[config.mk]
export PLATFORM = sky130hd
export DESIGN_NAME = msi_aer_regs
export DESIGN_NICKNAME = d
export VERILOG_FILES = /design/src/rtl/msi_aer_pkg.sv /design/src/rtl/msi_aer_regs.sv
export VERILOG_INCLUDE_DIRS = /design/src /design/src/rtl
export SDC_FILE = /design/constraint.sdc
export NUM_CORES = 1
export LEC_CHECK = 0
export ABC_AREA = 1
export BUFFER_PORTS_ARGS = -buffer_cell sky130_fd_sc_hd__buf_2
export CAP_MARGIN = 20
export CORE_MARGIN = 5
export CORE_UTILIZATION = 40
export DETAILED_ROUTE_END_ITERATION = 16
export PLACE_DENSITY = 0.56
export SLEW_MARGIN = 20
export SYNTH_ARGS = -nofsm -noshare
export SYNTH_HDL_FRONTEND = slang
export SYNTH_SLANG_ARGS = --single-unit
export TNS_END_PERCENT = 20
[constraint.sdc]
create_clock -name aclk -period 5.05 [get_ports aclk]
set_clock_uncertainty 0.15 [all_clocks]
set_input_delay 1.2625 -clock aclk [delete_from_list [all_inputs] [get_ports aclk]]
set_output_delay 1.2625 -clock aclk [all_outputs]
set_load 0.01 [all_outputs]
[src/rtl/msi_aer_params.svh]
// Contract
// - Offset F0h bits 7:0 read 05h
// - Offset F0h bits 15:8 read 00h
// - Bit 16 selects message or pin interrupts
// - Requested count bits 19:17 read 000
// - Granted count bits 22:20, reset 000
// - Upper address F8h; bit 23 flag resets 1
// - Address F4h bits 31:2, low bits zero
// - Data FCh bits 15:0, upper bits zero
// - Offset 100h bits 15:0 read 0001h
// - Offset 100h bits 19:16 read 1h
// - Offset 100h bits 31:20 read 150h
// - Error flags at 104h, fixed bit positions
// - Sticky mask bits at 108h, same positions
`ifndef MSI_AER_PARAMS_SVH
`define MSI_AER_PARAMS_SVH
// Byte offsets
`define OFS_MSI_CTL 12'h0f0
`define OFS_MSI_ADDR 12'h0f4
`define OFS_MSI_UADDR 12'h0f8
`define OFS_MSI_DATA 12'h0fc
`define OFS_AER_HDR 12'h100
`define OFS_UE_STATUS 12'h104
`define OFS_UE_MASK 12'h108
// Constant fields
`define MSI_CAP_ID 8'h05
`define MSI_NEXT_PTR 8'h00
`define MSI_REQ_COUNT 3'h0
`define MME_RST 3'h0
`define MME_MAX 3'h5
`define CAP64_RST 1'b1
`define AER_CAP_ID 16'h0001
`define AER_VERSION 4'h1
`define AER_NEXT 12'h150
// Implemented error bits: 0, 4, 20:12
`define UE_IMPL 32'h001f_f011
// Field positions in the control word
`define MSI_EN_BIT 16
`define MMC_LSB 17
`define MME_LSB 20
`define CAP64_BIT 23
// Bus responses
`define RESP_OKAY 2'h0
`define RESP_DECERR 2'h3
`endif

[src/rtl/msi_aer_pkg.sv]
package msi_aer_pkg;
   // Whole register-bank state
   typedef struct packed {
      logic aw_full;
      logic [11:0] aw_addr;
      logic w_full;
      logic [31:0] w_data;
      logic [3:0] w_strb;
      logic awready;
      logic wready;
      logic bvalid;
      logic [1:0] bresp;
      logic arready;
      logic rvalid;
      logic [1:0] rresp;
      logic [31:0] rdata;
      logic msi_en;
      logic [2:0] mme;
      logic cap64;
      logic [29:0] addr_lo;
      logic [31:0] addr_hi;
      logic [15:0] mdata;
      logic [31:0] ue_status;
      logic [31:0] ue_mask;
      logic irq;
      logic intx_n;
      logic err_report;
      logic msg_valid;
      logic [63:0] msg_addr;
      logic [31:0] msg_data;
   } state_t;
endpackage : msi_aer_pkg

[src/rtl/msi_aer_regs.sv]
// Chosen here: register access over AXI4-Lite.
`timescale 1ns/1ps
`include "msi_aer_params.svh"

module msi_aer_regs
   import msi_aer_pkg::*;
(
   input wire logic aclk,
   input wire logic aresetn,
   input wire logic power_on_rst_n,
   input wire logic [11:0] awaddr,
   input wire logic awvalid,
   output logic awready,
   input wire logic [31:0] wdata,
   input wire logic [3:0] wstrb,
   input wire logic wvalid,
   output logic wready,
   output logic [1:0] bresp,
   output logic bvalid,
   input wire logic bready,
   input wire logic [11:0] araddr,
   input wire logic arvalid,
   output logic arready,
   output logic [31:0] rdata,
   output logic [1:0] rresp,
   output logic rvalid,
   input wire logic rready,
   input wire logic [31:0] err_event,
   input wire logic [4:0] msi_vector,
   output logic irq,
   output logic intx_n,
   output logic err_report,
   output logic msg_valid,
   output logic [63:0] msg_addr,
   output logic [31:0] msg_data
);

   // Registered and next state
   state_t s_q;
   state_t s_d;
   // Write commits this cycle
   logic wr_go;
   // Byte-lane mask of the held write
   logic [31:0] bm;
   // Held write data
   logic [31:0] wd;
   // Implemented error events
   logic [31:0] ev;
   // Write-one-clear vector
   logic [31:0] clr;
   // Read mux result
   logic [31:0] rd;
   // Read decode hit
   logic rd_hit;
   // Low data bits the vector may replace
   logic [15:0] lm;

   // Expand byte strobes to a bit mask
   function automatic logic [31:0] lanes(input logic [3:0] s);
      lanes = {{8{s[3]}}, {8{s[2]}}, {8{s[1]}}, {8{s[0]}}};
   endfunction : lanes

   // Read mux, reserved bits read zero
   always_comb begin
      rd = 32'h0000_0000;
      rd_hit = 1'b1;
      if (araddr == `OFS_MSI_CTL) begin
         rd[7:0] = `MSI_CAP_ID;
         rd[15:8] = `MSI_NEXT_PTR;
         rd[`MSI_EN_BIT] = s_q.msi_en;
         rd[`MMC_LSB +: 3] = `MSI_REQ_COUNT;
         rd[`MME_LSB +: 3] = s_q.mme;
         rd[`CAP64_BIT] = s_q.cap64;
      end else if (araddr == `OFS_MSI_ADDR) begin
         rd = {s_q.addr_lo, 2'b00};
      end else if (araddr == `OFS_MSI_UADDR) begin
         rd = s_q.addr_hi;
      end else if (araddr == `OFS_MSI_DATA) begin
         rd = {16'h0000, s_q.mdata};
      end else if (araddr == `OFS_AER_HDR) begin
         rd = {`AER_NEXT, `AER_VERSION, `AER_CAP_ID};
      end else if (araddr == `OFS_UE_STATUS) begin
         rd = s_q.ue_status & `UE_IMPL;
      end else if (araddr == `OFS_UE_MASK) begin
         rd = s_q.ue_mask & `UE_IMPL;
      end else begin
         // Unmapped answers with decode error
         rd_hit = 1'b0;
      end
   end

   // Next-state logic for the whole bank
   always_comb begin
      s_d = s_q;
      wr_go = s_q.aw_full && s_q.w_full && !s_q.bvalid;
      bm = lanes(s_q.w_strb);
      wd = s_q.w_data;
      ev = err_event & `UE_IMPL;
      clr = 32'h0000_0000;
      lm = 16'((17'h00001 << s_q.mme) - 17'h00001);

      // Address and data may arrive in either order
      if (awvalid && s_q.awready) begin
         s_d.aw_full = 1'b1;
         s_d.aw_addr = awaddr;
      end
      if (wvalid && s_q.wready) begin
         s_d.w_full = 1'b1;
         s_d.w_data = wdata;
         s_d.w_strb = wstrb;
      end
      // Response leaves on its handshake
      if (bready && s_q.bvalid) begin
         s_d.bvalid = 1'b0;
      end

      // Commit once both halves are held
      if (wr_go) begin
         s_d.aw_full = 1'b0;
         s_d.w_full = 1'b0;
         s_d.bvalid = 1'b1;
         s_d.bresp = `RESP_OKAY;
         if (s_q.aw_addr == `OFS_MSI_CTL) begin
            if (bm[`MSI_EN_BIT]) begin
               s_d.msi_en = wd[`MSI_EN_BIT];
            end
            // reserved codes leave the field alone
            if (bm[`MME_LSB] && wd[`MME_LSB +: 3] <= `MME_MAX) begin
               s_d.mme = wd[`MME_LSB +: 3];
            end
            if (bm[`CAP64_BIT]) begin
               s_d.cap64 = wd[`CAP64_BIT];
            end
         end else if (s_q.aw_addr == `OFS_MSI_ADDR) begin
            s_d.addr_lo = (s_q.addr_lo & ~bm[31:2]) | (wd[31:2] & bm[31:2]);
         end else if (s_q.aw_addr == `OFS_MSI_UADDR) begin
            s_d.addr_hi = (s_q.addr_hi & ~bm) | (wd & bm);
         end else if (s_q.aw_addr == `OFS_MSI_DATA) begin
            s_d.mdata = (s_q.mdata & ~bm[15:0]) | (wd[15:0] & bm[15:0]);
         end else if (s_q.aw_addr == `OFS_UE_STATUS) begin
            clr = wd & bm & `UE_IMPL;
         end else if (s_q.aw_addr == `OFS_UE_MASK) begin
            s_d.ue_mask = ((s_q.ue_mask & ~bm) | (wd & bm)) & `UE_IMPL;
         end else if (s_q.aw_addr == `OFS_AER_HDR) begin
            // Read-only word, write ignored
            s_d.bresp = `RESP_OKAY;
         end else begin
            // Unmapped write
            s_d.bresp = `RESP_DECERR;
         end
      end

      // a new event wins over a clear
      s_d.ue_status = (s_q.ue_status & ~clr) | ev;
      // sticky bits clear only at power-on, ahead of the interrupt terms
      if (!power_on_rst_n) begin
         s_d.ue_status = 32'h0000_0000;
         s_d.ue_mask = 32'h0000_0000;
      end

      // Read channel, one outstanding
      if (rready && s_q.rvalid) begin
         s_d.rvalid = 1'b0;
      end
      if (arvalid && s_q.arready) begin
         s_d.rvalid = 1'b1;
         s_d.rdata = rd;
         s_d.rresp = rd_hit ? `RESP_OKAY : `RESP_DECERR;
      end

      // Readies stay low while a slot is busy
      s_d.awready = !s_d.aw_full && !s_d.bvalid;
      s_d.wready = !s_d.w_full && !s_d.bvalid;
      s_d.arready = !s_d.rvalid;

      // Level interrupt from unmasked flags
      s_d.irq = |(s_d.ue_status & ~s_d.ue_mask);
      s_d.err_report = |(ev & ~s_q.ue_mask);
      // pins idle while messages are chosen
      s_d.intx_n = !(s_d.irq && !s_d.msi_en);

      s_d.msg_valid = s_d.irq && !s_q.irq && s_d.msi_en;
      if (s_d.msg_valid) begin
         // Upper half only when wide addresses are on
         s_d.msg_addr = {s_d.cap64 ? s_d.addr_hi : 32'h0000_0000, s_d.addr_lo, 2'b00};
         // Only the granted low bits carry the vector
         s_d.msg_data = {16'h0000, (s_d.mdata & ~lm) | ({11'h000, msi_vector} & lm)};
      end

      // Warm reset clears bus and message state
      if (!aresetn) begin
         s_d.aw_full = 1'b0;
         s_d.aw_addr = 12'h000;
         s_d.w_full = 1'b0;
         s_d.w_data = 32'h0000_0000;
         s_d.w_strb = 4'h0;
         s_d.awready = 1'b0;
         s_d.wready = 1'b0;
         s_d.bvalid = 1'b0;
         s_d.bresp = `RESP_OKAY;
         s_d.arready = 1'b0;
         s_d.rvalid = 1'b0;
         s_d.rresp = `RESP_OKAY;
         s_d.rdata = 32'h0000_0000;
         s_d.msi_en = 1'b0;
         s_d.mme = `MME_RST;
         s_d.cap64 = `CAP64_RST;
         s_d.addr_lo = 30'h0000_0000;
         s_d.addr_hi = 32'h0000_0000;
         s_d.mdata = 16'h0000;
         s_d.irq = 1'b0;
         s_d.intx_n = 1'b1;
         s_d.err_report = 1'b0;
         s_d.msg_valid = 1'b0;
         s_d.msg_addr = 64'h0000_0000_0000_0000;
         s_d.msg_data = 32'h0000_0000;
      end
   end

   // Single state register, reset folded in above
   always_ff @(posedge aclk) begin
      s_q <= s_d;
   end

   // Outputs straight from the state register
   assign awready = s_q.awready;
   assign wready = s_q.wready;
   assign bvalid = s_q.bvalid;
   assign bresp = s_q.bresp;
   assign arready = s_q.arready;
   assign rvalid = s_q.rvalid;
   assign rresp = s_q.rresp;
   assign rdata = s_q.rdata;
   assign irq = s_q.irq;
   assign intx_n = s_q.intx_n;
   assign err_report = s_q.err_report;
   assign msg_valid = s_q.msg_valid;
   assign msg_addr = s_q.msg_addr;
   assign msg_data = s_q.msg_data;
endmodule : msi_aer_regs

# Word-level counts from Yosys, hierarchy flattened
# Index checks and enable logic that the tools add are counted.
# classes
add_sub_neg,1
n_mul,0
div,0
magnitude_cmp,1
n_eq_ne,14
n_shift,1
muxes,57
n_bitwise,25
n_reduce_logical,24
# op_table
operator,n
2-to-1 mux 32 bit,11
2-to-1 mux 21 bit,8
AND 32 bit,4
NOT 32 bit,4
== test 12 x 8 -> 1 bit (second input constant),8
2-to-1 mux 83 bit,1
2-to-1 mux 78 bit,1
== test 12 x 9 -> 1 bit (second input constant),6
2-to-1 mux 64 bit,1
OR reduction 32 bit,2
AND 30 bit,2
2-to-1 mux 29 bit,2
AND 16 bit,3
2-to-1 mux 48 bit,1
2-to-1 mux 37 bit,1
2-to-1 mux 35 bit,1
AND 21 x 32 -> 32 bit,1
2-to-1 mux 16 bit,2
NOT 16 bit,2
bitwise OR 16 bit,2
bitwise OR 32 x 21 -> 32 bit,1
bitwise OR 32 bit,1
2-to-1 mux 30 bit,1
NOT 30 bit,1
other kinds (17),56
# totals
regBits,320
latchBits,0
ram_bits,0
rom_bits,0
input_bits,105
output_inout_bits,141
wordCells,150
n_memories,0

# Logic depth before layout (Yosys ltp)
# logic_depth
depth_word,16
mapped_depth,20
depth_no_buf,18

# Worst setup path after synthesis
# OpenSTA, ideal clock, no wires.
# synth_timing
path_type,input -> register
startpoint,input araddr[6]
endpoint,"register s_q, in the netlist rdata[19]"
setup_ns,0.132
t_arrival_ns,2.790
required_ns,4.768
path_slack_ns,1.978
cell_stages,8
path_cell_list,nand4_1 -> nor3_1 -> inv_1 -> nor2_2 -> inv_1 -> buf_2 -> o221ai_1 -> a21oi_1
# synth_between
elab_chain_cells,8
# synth_rtl
element,line,source
from (decl),msi_aer_regs.sv:21,"input wire logic [11:0] araddr,"
== test 12 x 9 -> 1 bit (no line),-,
2-to-1 mux 21 bit,msi_aer_regs.sv:84,end else if (araddr == `OFS_UE_MASK) begin
2-to-1 mux 21 bit,msi_aer_regs.sv:82,end else if (araddr == `OFS_UE_STATUS) begin
2-to-1 mux 29 bit,msi_aer_regs.sv:80,end else if (araddr == `OFS_AER_HDR) begin
2-to-1 mux 29 bit,msi_aer_regs.sv:78,end else if (araddr == `OFS_MSI_DATA) begin
2-to-1 mux 32 bit,msi_aer_regs.sv:76,end else if (araddr == `OFS_MSI_UADDR) begin
2-to-1 mux 32 bit,msi_aer_regs.sv:74,end else if (araddr == `OFS_MSI_ADDR) begin
2-to-1 mux 24 bit (*),msi_aer_regs.sv:67,if (araddr == `OFS_MSI_CTL) begin
to (signal assigned),msi_aer_regs.sv:222,s_q <= s_d;
to (decl),msi_aer_regs.sv:39,state_t s_q;
# Mark *: on every way between the ends. The rest lies on a longest branch, timed or not.
# A chain may end at the register's enable or synchronous reset.

# Final worst setup path
# layout_timing
startpoint,input araddr[1]
endpoint,"register s_q, in the netlist rdata[13]"
# The elaborated chain is that of the path after synthesis.

==> qor.csv <==
stage,metric,value,unit
status,status,"finished, final reports clean",
cts,cts_resized,0,
cells_and_area,n_fill_cell,3750,
floorplan,fp.dieH,200,um
global_route,first_global_vias,12140,
floorplan,start_util,40.5,%
setup_path,path_cells,buf_2 -> or2_1 -> nor3_1 -> nand2_1 -> inv_1 -> nor2_1 -> clkinv_1 -> o21ai_0 -> a21oi_1 -> o221ai_1 -> a21oi_1,
setup_path,worstPathMaxFanout,9,
logic_synthesis,synth_cell_types,40,
setup_path,start_kind,primary input,
drt,via_count,12931,
global_route,grt_pass1_wl,70000,um
timing,slew_headroom,41.4,%
drt,drtAntennaViolNets,0,
min_path,hp-class,reg2reg,
cts,cts_buffer_depth,3,
timing,slew_viol_final,0,
logic_synthesis,synthXorXnorAreaFrac,0,%
global_route,grt_max_degree,74,
placed_design,place_area,0.0149,mm^2
timing,rsz0062_at_grt,false,
logic_synthesis,yosysSeqAreaShare,44.0,%
setup_path,critPathKind,in2reg,
setup_path,crit_path_frequent_cell,a21oi_1,
cts,post_cts_buffers,0,
cts,clk_latency,530,ps
logic_synthesis,synth_compound_area_share,13.2,%
cts,ctsHoldBuffers,0,
global_route,track_usage,21.9,%
logic_synthesis,syn_area_per_cell,7.12,um^2
setup_path,cp.arrival,3690,ps
setup_path,critPathMaxStageDelay,540,ps
timing,tightestPinTransition,873,ps
setup_path,cp-startpoint,araddr[1],
drt,wl_per_cell,17.8,um
cts,cts.sinks,318,
min_path,worstHoldStart,s_q[156],
cts,cts_buffers,37,
timing,fin_crit_sh,67.0,%
timing,fin_ws,1670,ps
placed_design,dp.cells,2504,
cts,path_clk_slew,60,ps
pwr,leakagePower,7.55,nW
logic_synthesis,synth_top_family_by_area,simple AND/OR/NAND/NOR gates,
timing,max_clock_freq,296,MHz
drt,vias_per_cell,5.03,
pwr,p_total,5.63,mW
logic_synthesis,async_reset_ff_share,0,%
logic_synthesis,synth_warnings,0,
logic_synthesis,yosys.area_share.simple,25.7,%
cells_and_area,fin_cells,2569,
drt,wl,45800,um
placed_design,place_ws,1230,ps
timing,finalSetupViolCount,0,
floorplan,core,0.0357,mm^2
drt,first_iter_violations,1053,
cells_and_area,n_antenna_cell,0,
placed_design,place_congestion,0.919,
cells_and_area,layout_commonest_cell,nand2_1,
drt,firstDrtPassIters,6,
cts,cts_tree,done,
timing,setup_tns,0,ps
setup_path,cpMaxStageDelayCell,nor3_1,
logic_synthesis,synth-adder-area-share,0.0866,%
global_route,overflow,0,
cells_and_area,final_cell_mix,"nand2_1, nor2_1, dfxtp_1",
cells_and_area,drive_above_1_share,15.0,%
cells_and_area,stdcell_area,0.0161,mm^2
setup_path,worst_setup_path_end_kind,flop,
job,cap_violations,0,
floorplan,io_pins,246,
pwr,powerDensity,349,mW/mm^2
logic_synthesis,synth_area,0.0145,mm^2
setup_path,cp.required,5360,ps
logic_synthesis,synth_edf_count,0,
cts,htreeDepth,2,
timing,hold_viol,0,
setup_path,rr_startpoint,s_q[334],
floorplan,die_x,200,um
cells_and_area,nNetsFinal,2188,
placed_design,dp_hpwl,34300,um
logic_synthesis,ys.flop_type,dfxtp_1,
logic_synthesis,ys_seq_elements,318,
logic_synthesis,syn_inst,2031,
drt,route.detailed.drc,0,
placed_design,port_buffers,206,
floorplan,dieArea,0.0400,mm^2
cts,cts_root_buffer,clkbuf_16,
floorplan,std_cell_rows,69,
timing,min_period,3380,ps
pwr,vdd_drop_max,0.186,mV
logic_synthesis,synth.area.mux_share,1.94,%
global_route,antenna_found_initial,0,
cells_and_area,synthToLayoutAreaGrowth,11.7,%
cell usage after synthesis (all sizes together) (2+ instances only):
library cell | count | area [um^2]
nand2 | 381 | 1440
nor2 | 333 | 1280
dfxtp | 318 | 6370
inv | 191 | 717
buf | 167 | 1200
a21oi | 161 | 806
o21ai | 159 | 796
nand3 | 143 | 733
clkbuf | 65 | 244
mux2i | 28 | 280
nor3 | 19 | 110
o211ai | 12 | 90.1
nand4 | 9 | 56.3
o221ai | 8 | 70.1
or2 | 8 | 50.1
a32oi | 5 | 43.8
nor4 | 5 | 43.8
o22ai | 5 | 31.3
clkinv | 3 | 11.3
a221oi | 2 | 17.5
a31oi | 2 | 12.5
o2111ai | 2 | 17.5
logic make-up (layout without fill, tap and decap cells):
kind of cell,Yosys count,after routing
DFF,318,318
buffers and inverters,426,486
other,1,18
adders and majority gates,1,1
muxes,28,28
and+or+nand+nor,898,898
AOI/OAI and AO/OA,359,359
worst max-delay path, delay by kind of cell:
kind | cells | cell delay, ps
AOI/OAI and AO/OA | 4 | 690
buffers and inverters | 3 | 390
and+or+nand+nor | 4 | 1340
metal layers:
layer	up-vias	track usage [%]	wire, um
li1	6468	-	-
met1	5993	30.6	20800
met2	403	35.3	20800
met3	67	3.35	3010
met4	0	6.15	1170
met5	-	0	0
state kept, by name, indices dropped and copies added (netlist names):
signal and cells:
s_q 161, msg_addr 62, rdata 32, wd 32
msg_data 16, bm 4, arready 1, awready 1
bresp 1, bvalid 1, err_report 1, intx_n 1
irq 1, msg_valid 1, rresp 1, rvalid 1
wready 1
report_power, final:
part           switching [mW]  leakage, nW  internal [mW]
Clock                    1.05        0.616           1.67
Combinational           0.212         4.36         0.0903
Sequential             0.0469         2.58           2.55
final timing paths:
check,endpoint,slack (ps),cells after the start
max,rdata[13],1670,11
min,s_q[156],280,2
max reg2reg,msg_addr[63],1730,16
min reg2reg,s_q[156],280,2
layout make-up:
class                           instances  area [um^2]  share of cell area, %
Sequential cell                       318         6370                   39.4
Multi-Input combinational cell       1304         6000                   37.2
Timing Repair Buffer                  227         1220                   7.53
Clock buffer                           56         1150                   7.12
Inverter                              194          729                   4.52
Tap cell                              461          577                   3.57
Clock inverter                          9          104                  0.643
through the flow:
| stage | util, % | hold WS (ps) |
|---|---|---|
| after floorplan | - | 264 |
| after global placement | 41.8 | 274 |
| after detailed placement | 41.8 | 277 |
| after CTS | 45.3 | 287 |
| after global routing | 45.3 | 300 |
| final | 45.3 | 284 |
No activity file was read; power rests on OpenSTA's default activity.
